<file path="config.mk">
export PLATFORM = sky130hd
export DESIGN_NAME = crt_timer
export DESIGN_NICKNAME = d
export VERILOG_FILES = /design/src/crt_pkg.sv /design/src/crt_tick_div.sv /design/src/crt_timer.sv
export SDC_FILE = /design/constraint.sdc
export NUM_CORES = 1
export LEC_CHECK = 0
export ABC_AREA = 1
export BUFFER_PORTS_ARGS = -buffer_cell sky130_fd_sc_hd__buf_2
export CORE_AREA = 5 5 87 89
export DETAILED_ROUTE_END_ITERATION = 16
export DIE_AREA = 0 0 92 94
export PLACE_DENSITY = 0.91
export SKIP_CTS_REPAIR_TIMING = 1
export SYNTH_ARGS = -nofsm -noshare
export SYNTH_HDL_FRONTEND = slang
export SYNTH_HIERARCHICAL = 1
export SYNTH_SLANG_ARGS = --single-unit
</file>
<file path="constraint.sdc">
create_clock -name clk_i -period 3.7 [get_ports clk_i]
set_input_delay 0 -clock clk_i [delete_from_list [all_inputs] [get_ports clk_i]]
set_output_delay 0 -clock clk_i [all_outputs]
set_load 0.01 [all_outputs]
</file>
<file path="src/crt_pkg.sv">
/*
  constants for the cascadable reload timer: register indices, field
  positions, reset values, mode encodings and the slow-rate divider.
  assumes nothing of its surroundings; every user writes crt_pkg::name.
*/
`default_nettype none

package crt_pkg;

  ////////////////////////////////////////////////////////////////////////////
  // register indices; byte address on the bus is four times the index
  localparam logic [5:0] IDX_CONTROL     = 6'h19;
  localparam logic [5:0] IDX_RELOAD_HIGH = 6'h1A;
  localparam logic [5:0] IDX_RELOAD_LOW  = 6'h1B;
  localparam logic [5:0] IDX_COUNT_HIGH  = 6'h1C;
  localparam logic [5:0] IDX_COUNT_LOW   = 6'h1D;
  localparam logic [5:0] IDX_IRQ_STATUS  = 6'h30;
  localparam logic [5:0] IDX_IRQ_MASK    = 6'h31;
  localparam logic [5:0] IDX_COMMAND     = 6'h32;

  ////////////////////////////////////////////////////////////////////////////
  // control register fields
  localparam int unsigned CTL_STOP_RX_BIT  = 7;
  localparam int unsigned CTL_START_HI     = 5;
  localparam int unsigned CTL_START_LO     = 4;
  localparam int unsigned CTL_AUTO_BIT     = 3;
  localparam int unsigned CTL_CLK_HI       = 1;
  localparam int unsigned CTL_CLK_LO       = 0;
  localparam logic [7:0]  CTL_WRITE_MASK   = 8'hBB;

  // interrupt status / mask fields
  localparam int unsigned IRQ_UNDERFLOW_BIT = 0;
  localparam int unsigned IRQ_RX_STOP_BIT   = 1;
  localparam int unsigned IRQ_TRIM_DONE_BIT = 2;
  localparam int unsigned IRQ_WIDTH         = 3;

  // command register fields, write-only pulses
  localparam int unsigned CMD_START_BIT = 0;
  localparam int unsigned CMD_STOP_BIT  = 1;

  ////////////////////////////////////////////////////////////////////////////
  // reset values
  localparam logic [7:0] CONTROL_RST  = 8'h00;
  localparam logic [7:0] RELOAD_RST   = 8'h00;
  localparam logic [2:0] IRQ_MASK_RST = 3'h0;

  ////////////////////////////////////////////////////////////////////////////
  // start_select and clock_select encodings
  localparam logic [1:0] START_NONE      = 2'h0;
  localparam logic [1:0] START_TX_END    = 2'h1;
  localparam logic [1:0] START_TRIM_NOUF = 2'h2;
  localparam logic [1:0] START_TRIM_UF   = 2'h3;

  localparam logic [1:0] CLK_CARRIER   = 2'h0;
  localparam logic [1:0] CLK_SLOW      = 2'h1;
  localparam logic [1:0] CLK_SIBLING_0 = 2'h2;
  localparam logic [1:0] CLK_SIBLING_1 = 2'h3;

  // carrier 13.56 MHz divided by 64 gives the 212 kHz count rate
  localparam int unsigned CARRIER_DIV = 64;

  ////////////////////////////////////////////////////////////////////////////
  typedef enum logic [2:0] {
    ST_IDLE = 3'b001,
    ST_ARM  = 3'b010,
    ST_RUN  = 3'b100
  } crt_state_e;

endpackage

`default_nettype wire

</file>
<file path="src/crt_tick_div.sv">
/*
  tick divider: emits one pulse for every DIV input pulses.
  assumes tick_i is a one-cycle pulse synchronous to clk_i.
*/
`timescale 1ns/1ps
`default_nettype none

module crt_tick_div #(
  parameter int unsigned DIV = 64
) (
  // clock and reset
  input  wire logic clk_i,
  input  wire logic rst_i,
  // ticks
  input  wire logic tick_i,
  output logic      tick_o
);

  localparam int unsigned CW = $clog2(DIV);
  localparam logic [CW-1:0] LAST = CW'(DIV - 1);

  logic [CW-1:0] cnt_reg;

  always_ff @(posedge clk_i) begin
    if (rst_i) begin
      cnt_reg <= '0;
    end else if (tick_i) begin
      cnt_reg <= (cnt_reg == LAST) ? '0 : cnt_reg + CW'(1);
    end
  end

  always_ff @(posedge clk_i) begin
    if (rst_i) begin
      tick_o <= 1'b0;
    end else begin
      tick_o <= tick_i && (cnt_reg == LAST);
    end
  end

endmodule // crt_tick_div

`default_nettype wire

</file>
<file path="src/crt_timer.sv">
/*
  cascadable 16-bit reload timer with a classic wishbone register slave,
  sticky interrupt status, mask and one level interrupt.
  assumes all event inputs are synchronous to clk_i, all but the edge-detected lfo_ref_i being one-cycle pulses, and
  that carrier_tick_i pulses once per carrier period.
*/
`timescale 1ns/1ps
`default_nettype none

////////////////////////////////////////////////////////////////////////////////
// Summary of operation
// stop_on_receive set: halt counter once first four received bits arrive.
// stop_on_receive has no effect while start_select picks a trimming mode.
// start_select 00: no automatic start on any protocol event.
// start_select 01: counter starts when a transmission finishes.
// start_select 10: trimming, start/stop on reference rising edges, no underflow.
// start_select 11: trimming, start/stop on reference rising edges, underflow allowed.
// auto_restart set: at zero the counter reloads and keeps counting.
// auto_restart clear: counter decrements to zero and stops there.
// every underflow sets the timer_underflow_flag.
// clock_select 00: decrement at the carrier rate.
// clock_select 01: decrement at carrier divided down to 212 kHz.
// clock_select 10: decrement on each first_sibling_timer underflow.
// clock_select 11: decrement on each second_sibling_timer underflow.
// each start loads the counter from reload high and low bytes.
// reload writes do not disturb a running count; used at next start.
// live counter readable as high byte and low byte, read only.
// software must not read the counter bytes during reception.
// one-cycle underflow pulse offered for cascading into other timers.
// reserved control bits 6 and 2 read zero and ignore writes.
module crt_timer (
  // clock and reset
  input  wire logic       clk_i,
  input  wire logic       rst_i,
  // wishbone slave
  input  wire logic       wb_cyc_i,
  input  wire logic       wb_stb_i,
  input  wire logic       wb_we_i,
  input  wire logic [7:0] wb_adr_i,
  input  wire logic [3:0] wb_sel_i,
  input  wire logic [31:0] wb_dat_i,
  output logic [31:0]     wb_dat_o,
  output logic            wb_ack_o,
  // protocol events
  input  wire logic       carrier_tick_i,
  input  wire logic       tx_done_i,
  input  wire logic       rx_first_bits_i,
  input  wire logic       lfo_ref_i,
  // cascade
  input  wire logic       sibling0_underflow_i,
  input  wire logic       sibling1_underflow_i,
  output logic            underflow_o,
  // status
  output logic            running_o,
  output logic            irq_o
);

  ////////////////////////////////////////////////////////////////////////////
  // declarations
  logic [7:0]                    control_reg;
  logic [7:0]                    reload_high_reg;
  logic [7:0]                    reload_low_reg;
  logic [15:0]                   count_reg;
  logic [crt_pkg::IRQ_WIDTH-1:0] irq_status_reg;
  logic [crt_pkg::IRQ_WIDTH-1:0] irq_mask_reg;
  logic                          lfo_prev_reg;
  crt_pkg::crt_state_e           state_reg;

  logic        stop_on_receive;
  logic [1:0]  start_select;
  logic        auto_restart;
  logic [1:0]  clock_select;
  logic [15:0] reload_value;
  logic        trim_mode;
  logic        slow_tick;
  logic        count_tick;
  logic        lfo_rise;
  logic        bus_req;
  logic        bus_wr;
  logic [5:0]  bus_idx;
  logic        cmd_start;
  logic        cmd_stop;
  logic        rx_stop;
  logic        start_evt;
  logic        trim_start;
  logic        trim_stop;
  logic        at_zero;
  logic        uf_evt;
  logic        zero_halt;
  logic        load_now;
  logic [31:0] rd_data;
  logic [crt_pkg::IRQ_WIDTH-1:0] irq_set;

  assign stop_on_receive = control_reg[crt_pkg::CTL_STOP_RX_BIT];
  assign start_select    = control_reg[crt_pkg::CTL_START_HI:crt_pkg::CTL_START_LO];
  assign auto_restart    = control_reg[crt_pkg::CTL_AUTO_BIT];
  assign clock_select    = control_reg[crt_pkg::CTL_CLK_HI:crt_pkg::CTL_CLK_LO];
  assign reload_value    = {reload_high_reg, reload_low_reg};
  assign trim_mode       = start_select[1];

  ////////////////////////////////////////////////////////////////////////////
  // count rate selection
  crt_tick_div #(
    .DIV (crt_pkg::CARRIER_DIV)
  ) u_slow_div (
    .clk_i  (clk_i),
    .rst_i  (rst_i),
    .tick_i (carrier_tick_i),
    .tick_o (slow_tick)
  );

  always_comb begin
    unique case (clock_select)
      crt_pkg::CLK_CARRIER:   count_tick = carrier_tick_i;
      crt_pkg::CLK_SLOW:      count_tick = slow_tick;
      crt_pkg::CLK_SIBLING_0: count_tick = sibling0_underflow_i;
      crt_pkg::CLK_SIBLING_1: count_tick = sibling1_underflow_i;
    endcase
  end

  ////////////////////////////////////////////////////////////////////////////
  // bus decode; writes land on the edge that sees ack high
  assign bus_req   = wb_cyc_i && wb_stb_i;
  assign bus_wr    = bus_req && wb_we_i && wb_ack_o && wb_sel_i[0];
  assign bus_idx   = wb_adr_i[7:2];
  assign cmd_start = bus_wr && (bus_idx == crt_pkg::IDX_COMMAND)
                     && wb_dat_i[crt_pkg::CMD_START_BIT];
  assign cmd_stop  = bus_wr && (bus_idx == crt_pkg::IDX_COMMAND)
                     && wb_dat_i[crt_pkg::CMD_STOP_BIT];

  ////////////////////////////////////////////////////////////////////////////
  // events, in priority order: stop, receive stop, starts, counting
  assign lfo_rise   = lfo_ref_i && !lfo_prev_reg;
  assign rx_stop    = (state_reg == crt_pkg::ST_RUN) && stop_on_receive
                      && !trim_mode && rx_first_bits_i && !cmd_stop;
  assign start_evt  = !cmd_stop && !trim_mode && (cmd_start
                      || (start_select == crt_pkg::START_TX_END && tx_done_i));
  assign trim_start = !cmd_stop && trim_mode && (state_reg == crt_pkg::ST_ARM)
                      && lfo_rise;
  assign trim_stop  = !cmd_stop && trim_mode && (state_reg == crt_pkg::ST_RUN)
                      && lfo_rise;
  assign at_zero    = (count_reg == 16'h0000);
  assign zero_halt  = (state_reg == crt_pkg::ST_RUN) && count_tick && at_zero
                      && !cmd_stop && !rx_stop && !start_evt && !trim_stop;
  // trimming without underflow parks at zero and raises no event
  assign uf_evt     = zero_halt && (start_select != crt_pkg::START_TRIM_NOUF);
  assign load_now   = start_evt || trim_start;

  ////////////////////////////////////////////////////////////////////////////
  // control and reload registers
  always_ff @(posedge clk_i) begin
    if (rst_i) begin
      control_reg <= crt_pkg::CONTROL_RST;
    end else if (bus_wr && bus_idx == crt_pkg::IDX_CONTROL) begin
      control_reg <= wb_dat_i[7:0] & crt_pkg::CTL_WRITE_MASK;
    end
  end

  // reload bytes only feed the counter on a load, never mid-count
  always_ff @(posedge clk_i) begin
    if (rst_i) begin
      reload_high_reg <= crt_pkg::RELOAD_RST;
      reload_low_reg  <= crt_pkg::RELOAD_RST;
    end else if (bus_wr) begin
      if (bus_idx == crt_pkg::IDX_RELOAD_HIGH) begin
        reload_high_reg <= wb_dat_i[7:0];
      end
      if (bus_idx == crt_pkg::IDX_RELOAD_LOW) begin
        reload_low_reg <= wb_dat_i[7:0];
      end
    end
  end

  ////////////////////////////////////////////////////////////////////////////
  // state machine
  always_ff @(posedge clk_i) begin
    if (rst_i) begin
      state_reg <= crt_pkg::ST_IDLE;
    end else if (cmd_stop || rx_stop || trim_stop) begin
      state_reg <= crt_pkg::ST_IDLE;
    end else if (start_evt || trim_start) begin
      state_reg <= crt_pkg::ST_RUN;
    end else if (cmd_start && trim_mode) begin
      state_reg <= crt_pkg::ST_ARM;
    end else if (zero_halt && !(uf_evt && auto_restart)
                 && (start_select != crt_pkg::START_TRIM_NOUF)) begin
      // trimming without underflow parks at zero until the reference edge
      state_reg <= crt_pkg::ST_IDLE;
    end
  end

  ////////////////////////////////////////////////////////////////////////////
  // counter
  always_ff @(posedge clk_i) begin
    if (rst_i) begin
      count_reg <= 16'h0000;
    end else if (cmd_stop || rx_stop || trim_stop) begin
      count_reg <= count_reg;
    end else if (load_now) begin
      count_reg <= reload_value;
    end else if (uf_evt && auto_restart) begin
      count_reg <= reload_value;
    end else if ((state_reg == crt_pkg::ST_RUN) && count_tick && !at_zero) begin
      count_reg <= count_reg - 16'h0001;
    end
  end

  always_ff @(posedge clk_i) begin
    if (rst_i) begin
      lfo_prev_reg <= 1'b0;
    end else begin
      lfo_prev_reg <= lfo_ref_i;
    end
  end

  always_ff @(posedge clk_i) begin
    if (rst_i) begin
      underflow_o <= 1'b0;
      running_o   <= 1'b0;
    end else begin
      underflow_o <= uf_evt;
      running_o   <= (state_reg == crt_pkg::ST_RUN);
    end
  end

  ////////////////////////////////////////////////////////////////////////////
  // interrupt status: set wins over write-one-to-clear
  always_comb begin
    irq_set = '0;
    irq_set[crt_pkg::IRQ_UNDERFLOW_BIT] = uf_evt;
    irq_set[crt_pkg::IRQ_RX_STOP_BIT]   = rx_stop;
    irq_set[crt_pkg::IRQ_TRIM_DONE_BIT] = trim_stop;
  end

  always_ff @(posedge clk_i) begin
    if (rst_i) begin
      irq_status_reg <= '0;
    end else if (bus_wr && bus_idx == crt_pkg::IDX_IRQ_STATUS) begin
      irq_status_reg <= (irq_status_reg & ~wb_dat_i[crt_pkg::IRQ_WIDTH-1:0]) | irq_set;
    end else begin
      irq_status_reg <= irq_status_reg | irq_set;
    end
  end

  always_ff @(posedge clk_i) begin
    if (rst_i) begin
      irq_mask_reg <= crt_pkg::IRQ_MASK_RST;
    end else if (bus_wr && bus_idx == crt_pkg::IDX_IRQ_MASK) begin
      irq_mask_reg <= wb_dat_i[crt_pkg::IRQ_WIDTH-1:0];
    end
  end

  always_ff @(posedge clk_i) begin
    if (rst_i) begin
      irq_o <= 1'b0;
    end else begin
      irq_o <= |((irq_status_reg | irq_set) & irq_mask_reg);
    end
  end

  ////////////////////////////////////////////////////////////////////////////
  // read mux and acknowledge; unmapped reads return zero
  always_comb begin
    rd_data = 32'h0000_0000;
    unique case (bus_idx)
      crt_pkg::IDX_CONTROL:     rd_data[7:0] = control_reg;
      crt_pkg::IDX_RELOAD_HIGH: rd_data[7:0] = reload_high_reg;
      crt_pkg::IDX_RELOAD_LOW:  rd_data[7:0] = reload_low_reg;
      crt_pkg::IDX_COUNT_HIGH:  rd_data[7:0] = count_reg[15:8];
      crt_pkg::IDX_COUNT_LOW:   rd_data[7:0] = count_reg[7:0];
      crt_pkg::IDX_IRQ_STATUS:  rd_data[crt_pkg::IRQ_WIDTH-1:0] = irq_status_reg;
      crt_pkg::IDX_IRQ_MASK:    rd_data[crt_pkg::IRQ_WIDTH-1:0] = irq_mask_reg;
      default:                  rd_data = 32'h0000_0000;
    endcase
  end

  always_ff @(posedge clk_i) begin
    if (rst_i) begin
      wb_ack_o <= 1'b0;
      wb_dat_o <= 32'h0000_0000;
    end else begin
      wb_ack_o <= bus_req && !wb_ack_o;
      if (bus_req && !wb_ack_o && !wb_we_i) begin
        wb_dat_o <= rd_data;
      end
    end
  end
endmodule // crt_timer

`default_nettype wire

</file>
==> Yosys cells after proc, flatten, opt, wreduce, memory -nomap -nowiden <==
Index checks and enable logic that the tools add are counted.
{ "totals": {"regBits": 67, "in_bits": 55, "elab_cells": 114} }
{ "op_classes": {"addsub": 2, "eq_ne": 16, "n_mux": 11, "bitwise": 6, "reduce_logical": 63} }
{ "ops": {"columns": ["operator", "n"], "rows": [
  ["2-to-1 mux 16 bit", 3],
  ["logical AND 1 bit", 38],
  ["equality test 6 x 5 -> 1 bit, second input constant", 5],
  ["one-hot mux 5 bit (5 select lines)", 1],
  ["equality test 6 bit, second input constant", 4],
  ["one-hot mux 3 bit (7 select lines)", 1],
  ["zero test 16 bit", 1],
  ["subtractor 16 x 1 -> 16 bit, second input constant", 1],
  ["2-to-1 mux 3 bit", 4],
  ["zero test 1 bit", 10],
  ["adder 6 x 1 -> 6 bit, second input constant", 1],
  ["AND 3 bit", 2],
  ["2-to-1 mux 6 bit", 1],
  ["bitwise OR 3 bit", 2],
  ["AND reduction 2 bit", 3],
  ["nonzero test 3 bit", 2],
  ["OR reduction 3 bit", 2],
  ["equality test 2 x 1 -> 1 bit, second input constant", 2],
  ["equality test 2 bit, second input constant", 2],
  ["logical OR 1 bit", 4],
  ["one-hot mux 1 bit (4 select lines)", 1],
  ["equality test 3 x 2 -> 1 bit, second input constant", 1],
  ["equality test 3 bit, second input constant", 1],
  ["inverter 3 bit", 1],
  ["5 further kinds", 5]
]} }

==> Longest topological paths before layout <==
Gate-level depths: netlist of run 1.
{ "logic_depth": {"depth_word": 20, "depth_mapped": 16, "mapped_depth_nobuf": 15} }

==> By module <==
The synthesis of run 1 kept the hierarchy.
{ "modules_own_cells": {"columns": ["module", "instances", "cells_per_inst", "area_per_inst_um2", "seq_area_each_um2"], "rows": [
  ["crt_timer", 1, 508, 3427.0, 1201.2],
  ["crt_tick_div", 1, 41, 309.0, 140.1]
]} }

==> Worst setup path after synthesis of run 1 <==
No wires, ideal clock.
{ "synth_timing": {"kind": "register to register", "start": "reg wb_ack_o", "end": "reg count_reg[14]", "setup_time_ps": 114, "arrival_time_ps": 1599, "slack_ps": 1988, "path_stages_with_launch": 12, "n_path_buf": 1, "cell_sequence": "dfxtp_1 -> nand3_1 -> nor2_2 -> nand3_2 -> nand2_1 -> a2bb2oi_4 -> nand3_2 -> nand2_4 -> buf_6 -> nand2_1 -> nand2_1 -> nor2_1"} }
{ "synth_via": {"elab_chain_cells": 14, "word_cells_on_any_way": 32, "classes_between": "mux (2); bitwise (1); reduce/logical (29)"} }
{ "synth_lines": {"columns": ["element", "line_no", "source"], "rows": [
  ["start, declared", "crt_timer.sv:43", "output logic wb_ack_o,"],
  ["start signal, assigned", "crt_timer.sv:282", "wb_ack_o <= bus_req && !wb_ack_o;"],
  ["logical AND 1 bit * (2 in series)", "crt_timer.sv:124", "assign bus_wr = bus_req && wb_we_i && wb_ack_o && wb_sel_i[0];"],
  ["logical AND 1 bit *", "crt_timer.sv:126, crt_timer.sv:128", null],
  ["logical AND 1 bit", "crt_timer.sv:129", "&& wb_dat_i[crt_pkg::CMD_STOP_BIT];"],
  ["zero test 1 bit", null, null],
  ["logical AND 1 bit, on equally long branches", null, null],
  ["zero test 1 bit, or another cell as far along", "crt_timer.sv:144", "&& !cmd_stop && !rx_stop && !start_evt && !trim_stop;"],
  ["logical AND 1 bit, or another cell as far along", "crt_timer.sv:144", null],
  ["logical AND 1 bit / zero test 1 bit (equally long branches)", "crt_timer.sv:144", null],
  ["logical AND 1 bit", "crt_timer.sv:144", null],
  ["logical AND 1 bit", "crt_timer.sv:146", "assign uf_evt = zero_halt && (start_select != crt_pkg::START_TRIM_NOUF);"],
  ["logical AND 1 bit", "crt_timer.sv:201", "end else if (uf_evt && auto_restart) begin"],
  ["nonzero test 3 bit (no line) / 2-to-1 mux 16 bit (equally long branches)", null, null],
  ["AND reduction 2 bit (no line) / 2-to-1 mux 16 bit (equally long branches)", null, null],
  ["end signal, assigned", "crt_timer.sv:200", "count_reg <= reload_value;"],
  ["end signal, assigned", "crt_timer.sv:202", "count_reg <= reload_value;"],
  ["end signal, assigned", "crt_timer.sv:204", "count_reg <= count_reg - 16'h0001;"],
  ["end, declared", "crt_timer.sv:63", "logic [15:0] count_reg;"]
]} }
Mark *: on every way between the ends. The rest lies on a longest branch, timed or not.
A chain may end at the register's enable or synchronous reset.

==> Worst setup path after layout of run 1 <==
{ "layout_timing": {"start": "reg count_reg[1]", "end": "reg count_reg[8]"} }
{ "layout_via": {"elab_chain_cells": 10, "word_cells_on_any_way": 16, "classes_between": "add/sub (1); mux (3); reduce/logical (12)"} }
{ "layout_lines": {"columns": ["element", "line_no", "source"], "rows": [
  ["start signal, assigned", "crt_timer.sv:198", "count_reg <= count_reg;"],
  ["start signal, assigned", "crt_timer.sv:200", null],
  ["start signal, assigned", "crt_timer.sv:202", null],
  ["parallel branches: the longest is 10 deep, another holds subtractor 16 x 1 -> 16 bit", null, null]
]} }
Parallel ways; which one is timed is not known. The select of a mux whose other input is x is not followed.

==> impl_results.md, run 1 <==
- Status: finished with violations
- Violated checks: negative hold slack
- Dpl cell area: 0.00385 mm^2
- Crit. End Element: flip-flop
- Setup-failing EPs final: 0
- Mapped cell area: 0.00374 mm^2
- Ys Warns: 6
- Synth top area cells: dfxtp_1, nand2_1, nor2_1
- Nets: 652
- CTS tree: built
- Setup tns final: 0 ns
- Synth Instances: 549
- Final worst slack: 1.21 ns
- Final Cycle Share: 0.674
- Fmax: 401 MHz
- Syn Area/Cell: 6.81 um^2
- Worst Max-Slew Pin Slew: 1.13 ns
- Post-synth EDFFs: 0
- All-Layer GR Usage: 0.227
- Port bufs: 37
- Max_slew headroom: 0.243
- CP max FO: 23
- Num ports: 91
- Pre-antenna DRT Iters: 6
- Final Max Tran Viols: 0
- Die footprint: 0.00865 mm^2
- Root Driver: clkbuf_8
- Cell taking the most area after synthesis: dfxtp_1
- Cts bufs inserted: 9
- HP Class: input port to flip-flop
- Remaining global-route overflow: 0
- Design Power: 1.35 mW
- # DRC: 0
- Post-route insts no fill: 679
- CTS max path bufs: 2
- Clock sinks: 67
- DP Wirelength: 7.14 mm
- Worst IR Drop VDD: 0.253 mV
- Design area: 0.00411 mm^2
- Reg clk slew, reported paths: 0.08 ns
- Largest net degree at the start of global routing: 46
- Type of origin of the critical path: flip-flop
- Leak pwr: 1.86 nW
- Fin. Hold Viols: 3
- Synthesis-to-layout area growth: 10.1%
- MaxCap Viol Count: 0
- Vias in the first global route: 3,385
- 1st-iter DRT viols: 458
- Post-synthesis sequential area ratio: 0.359
- H-Tree Depth: 3
- Worst Path Required: 3.94 ns
- First-pass GRT wire length: 15.8 mm
- Die height: 94 um
- Antenna violations before repair: 0
- Post-Route WL: 9.92 mm
- Worst endpoint data arrival time: 2.73 ns
- Initial core utilization: 0.559
- Library cells used by synthesis: 39
- Vias per inst: 5.56
- Cell row count: 30
- Period minus WS final: 2.49 ns
- Setup Slack @ Placement: 1.33 ns
- RSZ-0062 raised after global routing: no
- Total number of vias: 3,774
- Clk_lat worst skew: 0.35 ns
- Routed WL per cell: 14.6 um
- Setup CP Type: flip-flop to flip-flop
- Top FF cell, synth: dfxtp_1
- GP Congestion: 0.912
- Hold Slack: -0.0404 ns
- Core Region: 0.00668 mm^2
- Routed Antenna Nets: 0
- Die X: 92 um
- Max reg flops: 16
- Synth Register Bits: 67
- Post-synth top area share: 0.359
- Diodes inserted: 0
- Placed insts: 654
- Clock Skew: 0.0102 ns
- Power Density: 329 mW/mm^2
- Async set or reset register ratio after synthesis: 0
- Layout cells sized above 1: 0.124
- Fin util: 0.616
where the power goes:
group | leakage [nW] | internal, mW | switching, mW
Combinational | 1.23 | 0.0297 | 0.0557
Clock | 0.0887 | 0.240 | 0.298
Sequential | 0.541 | 0.726 | 0.00356
area by class of cell:
type                    instances  area [um^2]
clock inverters                 7         45.0
clock buffers                   9          124
well taps                      80          100
multi-input cells             408         1990
fillers                       564         2570
flip-flops and latches         67         1340
repair buffers                 47          283
inverters                      61          229
critical path, stage by stage, from the launching register on:
cell     delay (ns)
dfxtp_1        0.31
inv_1          0.13
ha_1           0.21
nand2_1        0.08
nor3_1         0.32
nand3_1        0.16
nor2_2         0.18
nand4_4        0.26
nand3_2        0.18
nand2_4        0.17
inv_2          0.19
nand2_1        0.07
nand2_1        0.06
nor2_1         0.07
per-layer routing:
layer	up-vias	part of all wire	wire (um)	global-route usage
met5	-	0	0	0
met4	0	0.026	258	0.0842
met3	36	0.093	926	0.0441
met2	219	0.48	4760	0.379
met1	1701	0.40	3980	0.291
li1	1818	-	-	-
cell usage in the layout (no fill, tap or decap), drive strengths merged, types with 3 or more instances in the layout:
cell         netlist  routed
a31oi              4       4
a21oi             35      35
dlygate4sd3        0       9
o22ai              7       7
nor2              86      86
nand2            124     124
ha                 3       3
xor2              12      12
clkinv             1       7
dfxtp             67      67
conb               1      24
nand4              4       4
nand3             29      29
nor3              13      13
o211ai             5       5
clkbuf             5       9
buf               31      38
o21ai             47      47
inv               60      60
cell usage after synthesis (7+ instances only):
library cell / instances
o22ai_1: 7
nand2_1: 120
nor2_2: 7
a21oi_1: 35
inv_1: 58
buf_4: 25
o21ai_0: 45
nor3_1: 12
xor2_1: 12
nor2_1: 79
nand3_1: 26
dfxtp_1: 67
cells by family after synthesis:
kind of cell | after synthesis | share of synthesized area
other | 1 | 0.00100
and+or+nand+nor | 260 | 0.302
adders and majority gates | 3 | 0.0100
DFF | 67 | 0.359
AOI/OAI and AO/OA | 107 | 0.164
xor gates and xnor gates | 14 | 0.0328
buffers and inverters | 97 | 0.131
path summary, 6_finish.rpt:
check	start	to	slack, ns	cells past startpoint
max	count_reg[1]$_SDFFE_PP0P_	count_reg[8]$_SDFFE_PP0P_	1.21	13
min	wb_dat_i[5]	reload_high_reg[5]$_SDFFE_PP0P_	-0.04	3
max reg2reg	count_reg[1]$_SDFFE_PP0P_	count_reg[8]$_SDFFE_PP0P_	1.21	13
min reg2reg	wb_dat_o[1]$_SDFFE_PP0P_	wb_dat_o[1]$_SDFFE_PP0P_	0.47	2
Power figures use the tool's default switching activity.
==> run 2, diff against run 1 <==
--- a/config.mk
+++ b/config.mk
@@ -7,10 +7,10 @@
 export LEC_CHECK = 0
 export ABC_AREA = 1
 export BUFFER_PORTS_ARGS = -buffer_cell sky130_fd_sc_hd__buf_2
-export CORE_AREA = 5 5 87 89
+export CORE_AREA = 5 5 94 96
 export DETAILED_ROUTE_END_ITERATION = 16
-export DIE_AREA = 0 0 92 94
-export PLACE_DENSITY = 0.91
+export DIE_AREA = 0 0 99 101
+export PLACE_DENSITY = 0.83
 export SKIP_CTS_REPAIR_TIMING = 1
 export SYNTH_ARGS = -nofsm -noshare
 export SYNTH_HDL_FRONTEND = slang
==> constraint.sdc (replaced) <==
create_clock -name clk_i -period 2 [get_ports clk_i]
set_input_delay 0 -clock clk_i [delete_from_list [all_inputs] [get_ports clk_i]]
set_output_delay 0 -clock clk_i [all_outputs]
set_load 0.01 [all_outputs]
==> run 2 against run 1 <==
The flow now finishes without violations. Sequential power increased by 85%. Maximum frequency increased by 31%. Sequential cell count unchanged. Register-to-register slack got worse by 1.1 ns.
==> impl_results.md, run 2 (synthesized netlist as in run 1, its figures left out) <==
- MaxCap Viol Count: 0
- # DRC: 0
- Fmax: 524 MHz
- Most frequent CP cell: nand2_1
- Diodes inserted: 0
- Worst endpoint data arrival time: 2.16 ns
- Slowest stage delay, CP: 0.35 ns
- Vias in the first global route: 3,476
- Clk_lat worst skew: 0.36 ns
- Final Cycle Share: 0.954
- Reg clk slew, reported paths: 0.08 ns
- Status: complete, no violations
- Vias per inst: 5.35
- 1st-iter DRT viols: 366
- Root Driver: clkbuf_8
- Dpl cell area: 0.00401 mm^2
- Remaining global-route overflow: 0
- Clock sinks: 67
- Commonest non-fill, non-tap cell in the layout: nand2_1
- Largest net degree at the start of global routing: 43
- Core Region: 0.00797 mm^2
- Fin util: 0.557
- All-Layer GR Usage: 0.206
- Max_slew headroom: 0.609
- Net Sw Frac: 0.249
- GP Congestion: 0.923
- Power Density: 603 mW/mm^2
- Int Power: 2.01 mW
- Setup CP Type: flip-flop to flip-flop
- Max reg flops: 16
- Period minus WS final: 1.91 ns
- Cts bufs inserted: 9
- HP Class: input port to flip-flop
- Crit. End Element: flip-flop
- Final Max Tran Viols: 0
- Most frequent cells in the layout: nand2_1, nor2_1, dfxtp_1
- Num ports: 91
- CTS tree: built
- Post-Route WL: 10.6 mm
- Routed Antenna Nets: 0
- Slowest-stage cell, CP: dfxtp_2
- H-Tree Depth: 3
- Worst Max-Slew Pin Slew: 0.583 ns
- Worst IR Drop VDD: 0.490 mV
- Clk pwr share: 0.434
- RSZ-0062 raised after global routing: yes
- Leak pwr: 2.01 nW
- Design area: 0.00444 mm^2
- Synthesis-to-layout area growth: 18.8%
- Die footprint: 0.0100 mm^2
- Port bufs: 37
- Cell row count: 33
- Worst Path Required: 2.25 ns
- Die height: 101 um
- CP delay by family, top: simple AND/OR/NAND/NOR gates
- # fillers: 695
- Power share of the combinational group: 0.061
- Total number of vias: 3,882
- Pre-antenna DRT Iters: 5
- Nets: 673
- DP Wirelength: 7.44 mm
- First-pass GRT wire length: 16.6 mm
- CTS max path bufs: 2
- P_sw: 0.665 mW
- CP max FO: 10
- Die X: 99 um
- Routed WL per cell: 14.7 um
- Setup-failing EPs final: 0
- Initial core utilization: 0.469
- Setup tns final: 0 ns
- Critical path buffers and inverters: 2
- Crit path cell chain: nand3_1 -> nor2_4 -> nand3_4 -> nand2_1 -> inv_2 -> a2bb2oi_4 -> nand3_2 -> nand2_4 -> buf_12 -> nand2_1 -> nand2_1 -> nor2_2
- Fin. Hold Viols: 0
- Antenna violations before repair: 0
- Type of origin of the critical path: flip-flop
- Part of the power in registers: 0.505
- Layout cells sized above 1: 0.179
- Clock Skew: 0.00549 ns
==> run 2: layout make-up <==
cell class / instances / area (um^2) / share of cell area
clock buffers: 10 / 138 / 0.0310
inverters: 61 / 231 / 0.0522
flip-flops and latches: 67 / 1350 / 0.303
well taps: 105 / 131 / 0.0296
repair buffers: 68 / 473 / 0.107
clock inverters: 6 / 65.1 / 0.0147
multi-input cells: 408 / 2050 / 0.463
==> run 2: final timing paths <==
kind	start	to	slack [ns]	cells past startpoint
worst max-delay path	wb_ack_o$_SDFF_PP0_	count_reg[0]$_SDFFE_PP0P_	0.09	12
worst min-delay path	rst_i	lfo_prev_reg$_SDFF_PP0_	0.01	2
worst max register to register	wb_ack_o$_SDFF_PP0_	count_reg[0]$_SDFFE_PP0P_	0.09	12
worst min register to register	wb_ack_o$_SDFF_PP0_	wb_ack_o$_SDFF_PP0_	0.43	1
==> run 2: stage by stage <==
stage	instances	power [mW]	setup WS (ns)	hold slack [ns]
global route	725	2.78	-0.0216	0.0166
detailed placement	694	1.52	0.109	0.225
floorplan	572	1.50	0.288	0.0717
global placement	694	1.52	0.157	0.216
CTS	710	2.66	0.0223	-0.140
finish	725	2.67	0.0921	0.0110
==> run 2: power by group through the flow <==
stage	Combinational (mW)	Sequential [mW]	Clock [mW]
floorplan	0.117	1.38	0
global placement	0.136	1.38	0
detailed placement	0.142	1.38	0
CTS	0.142	1.35	1.17
global route	0.180	1.35	1.25
finish	0.163	1.35	1.16
==> run 2: routing by layer <==
| metal | vias up | share of wire | GRT usage | wire length [um] |
|---|---|---|---|---|
| li1 | 1866 | - | - | - |
| met1 | 1766 | 0.40 | 0.258 | 4210 |
| met2 | 210 | 0.47 | 0.334 | 5040 |
| met3 | 40 | 0.087 | 0.0367 | 928 |
| met4 | 0 | 0.043 | 0.116 | 454 |
| met5 | - | 0 | 0 | 0 |
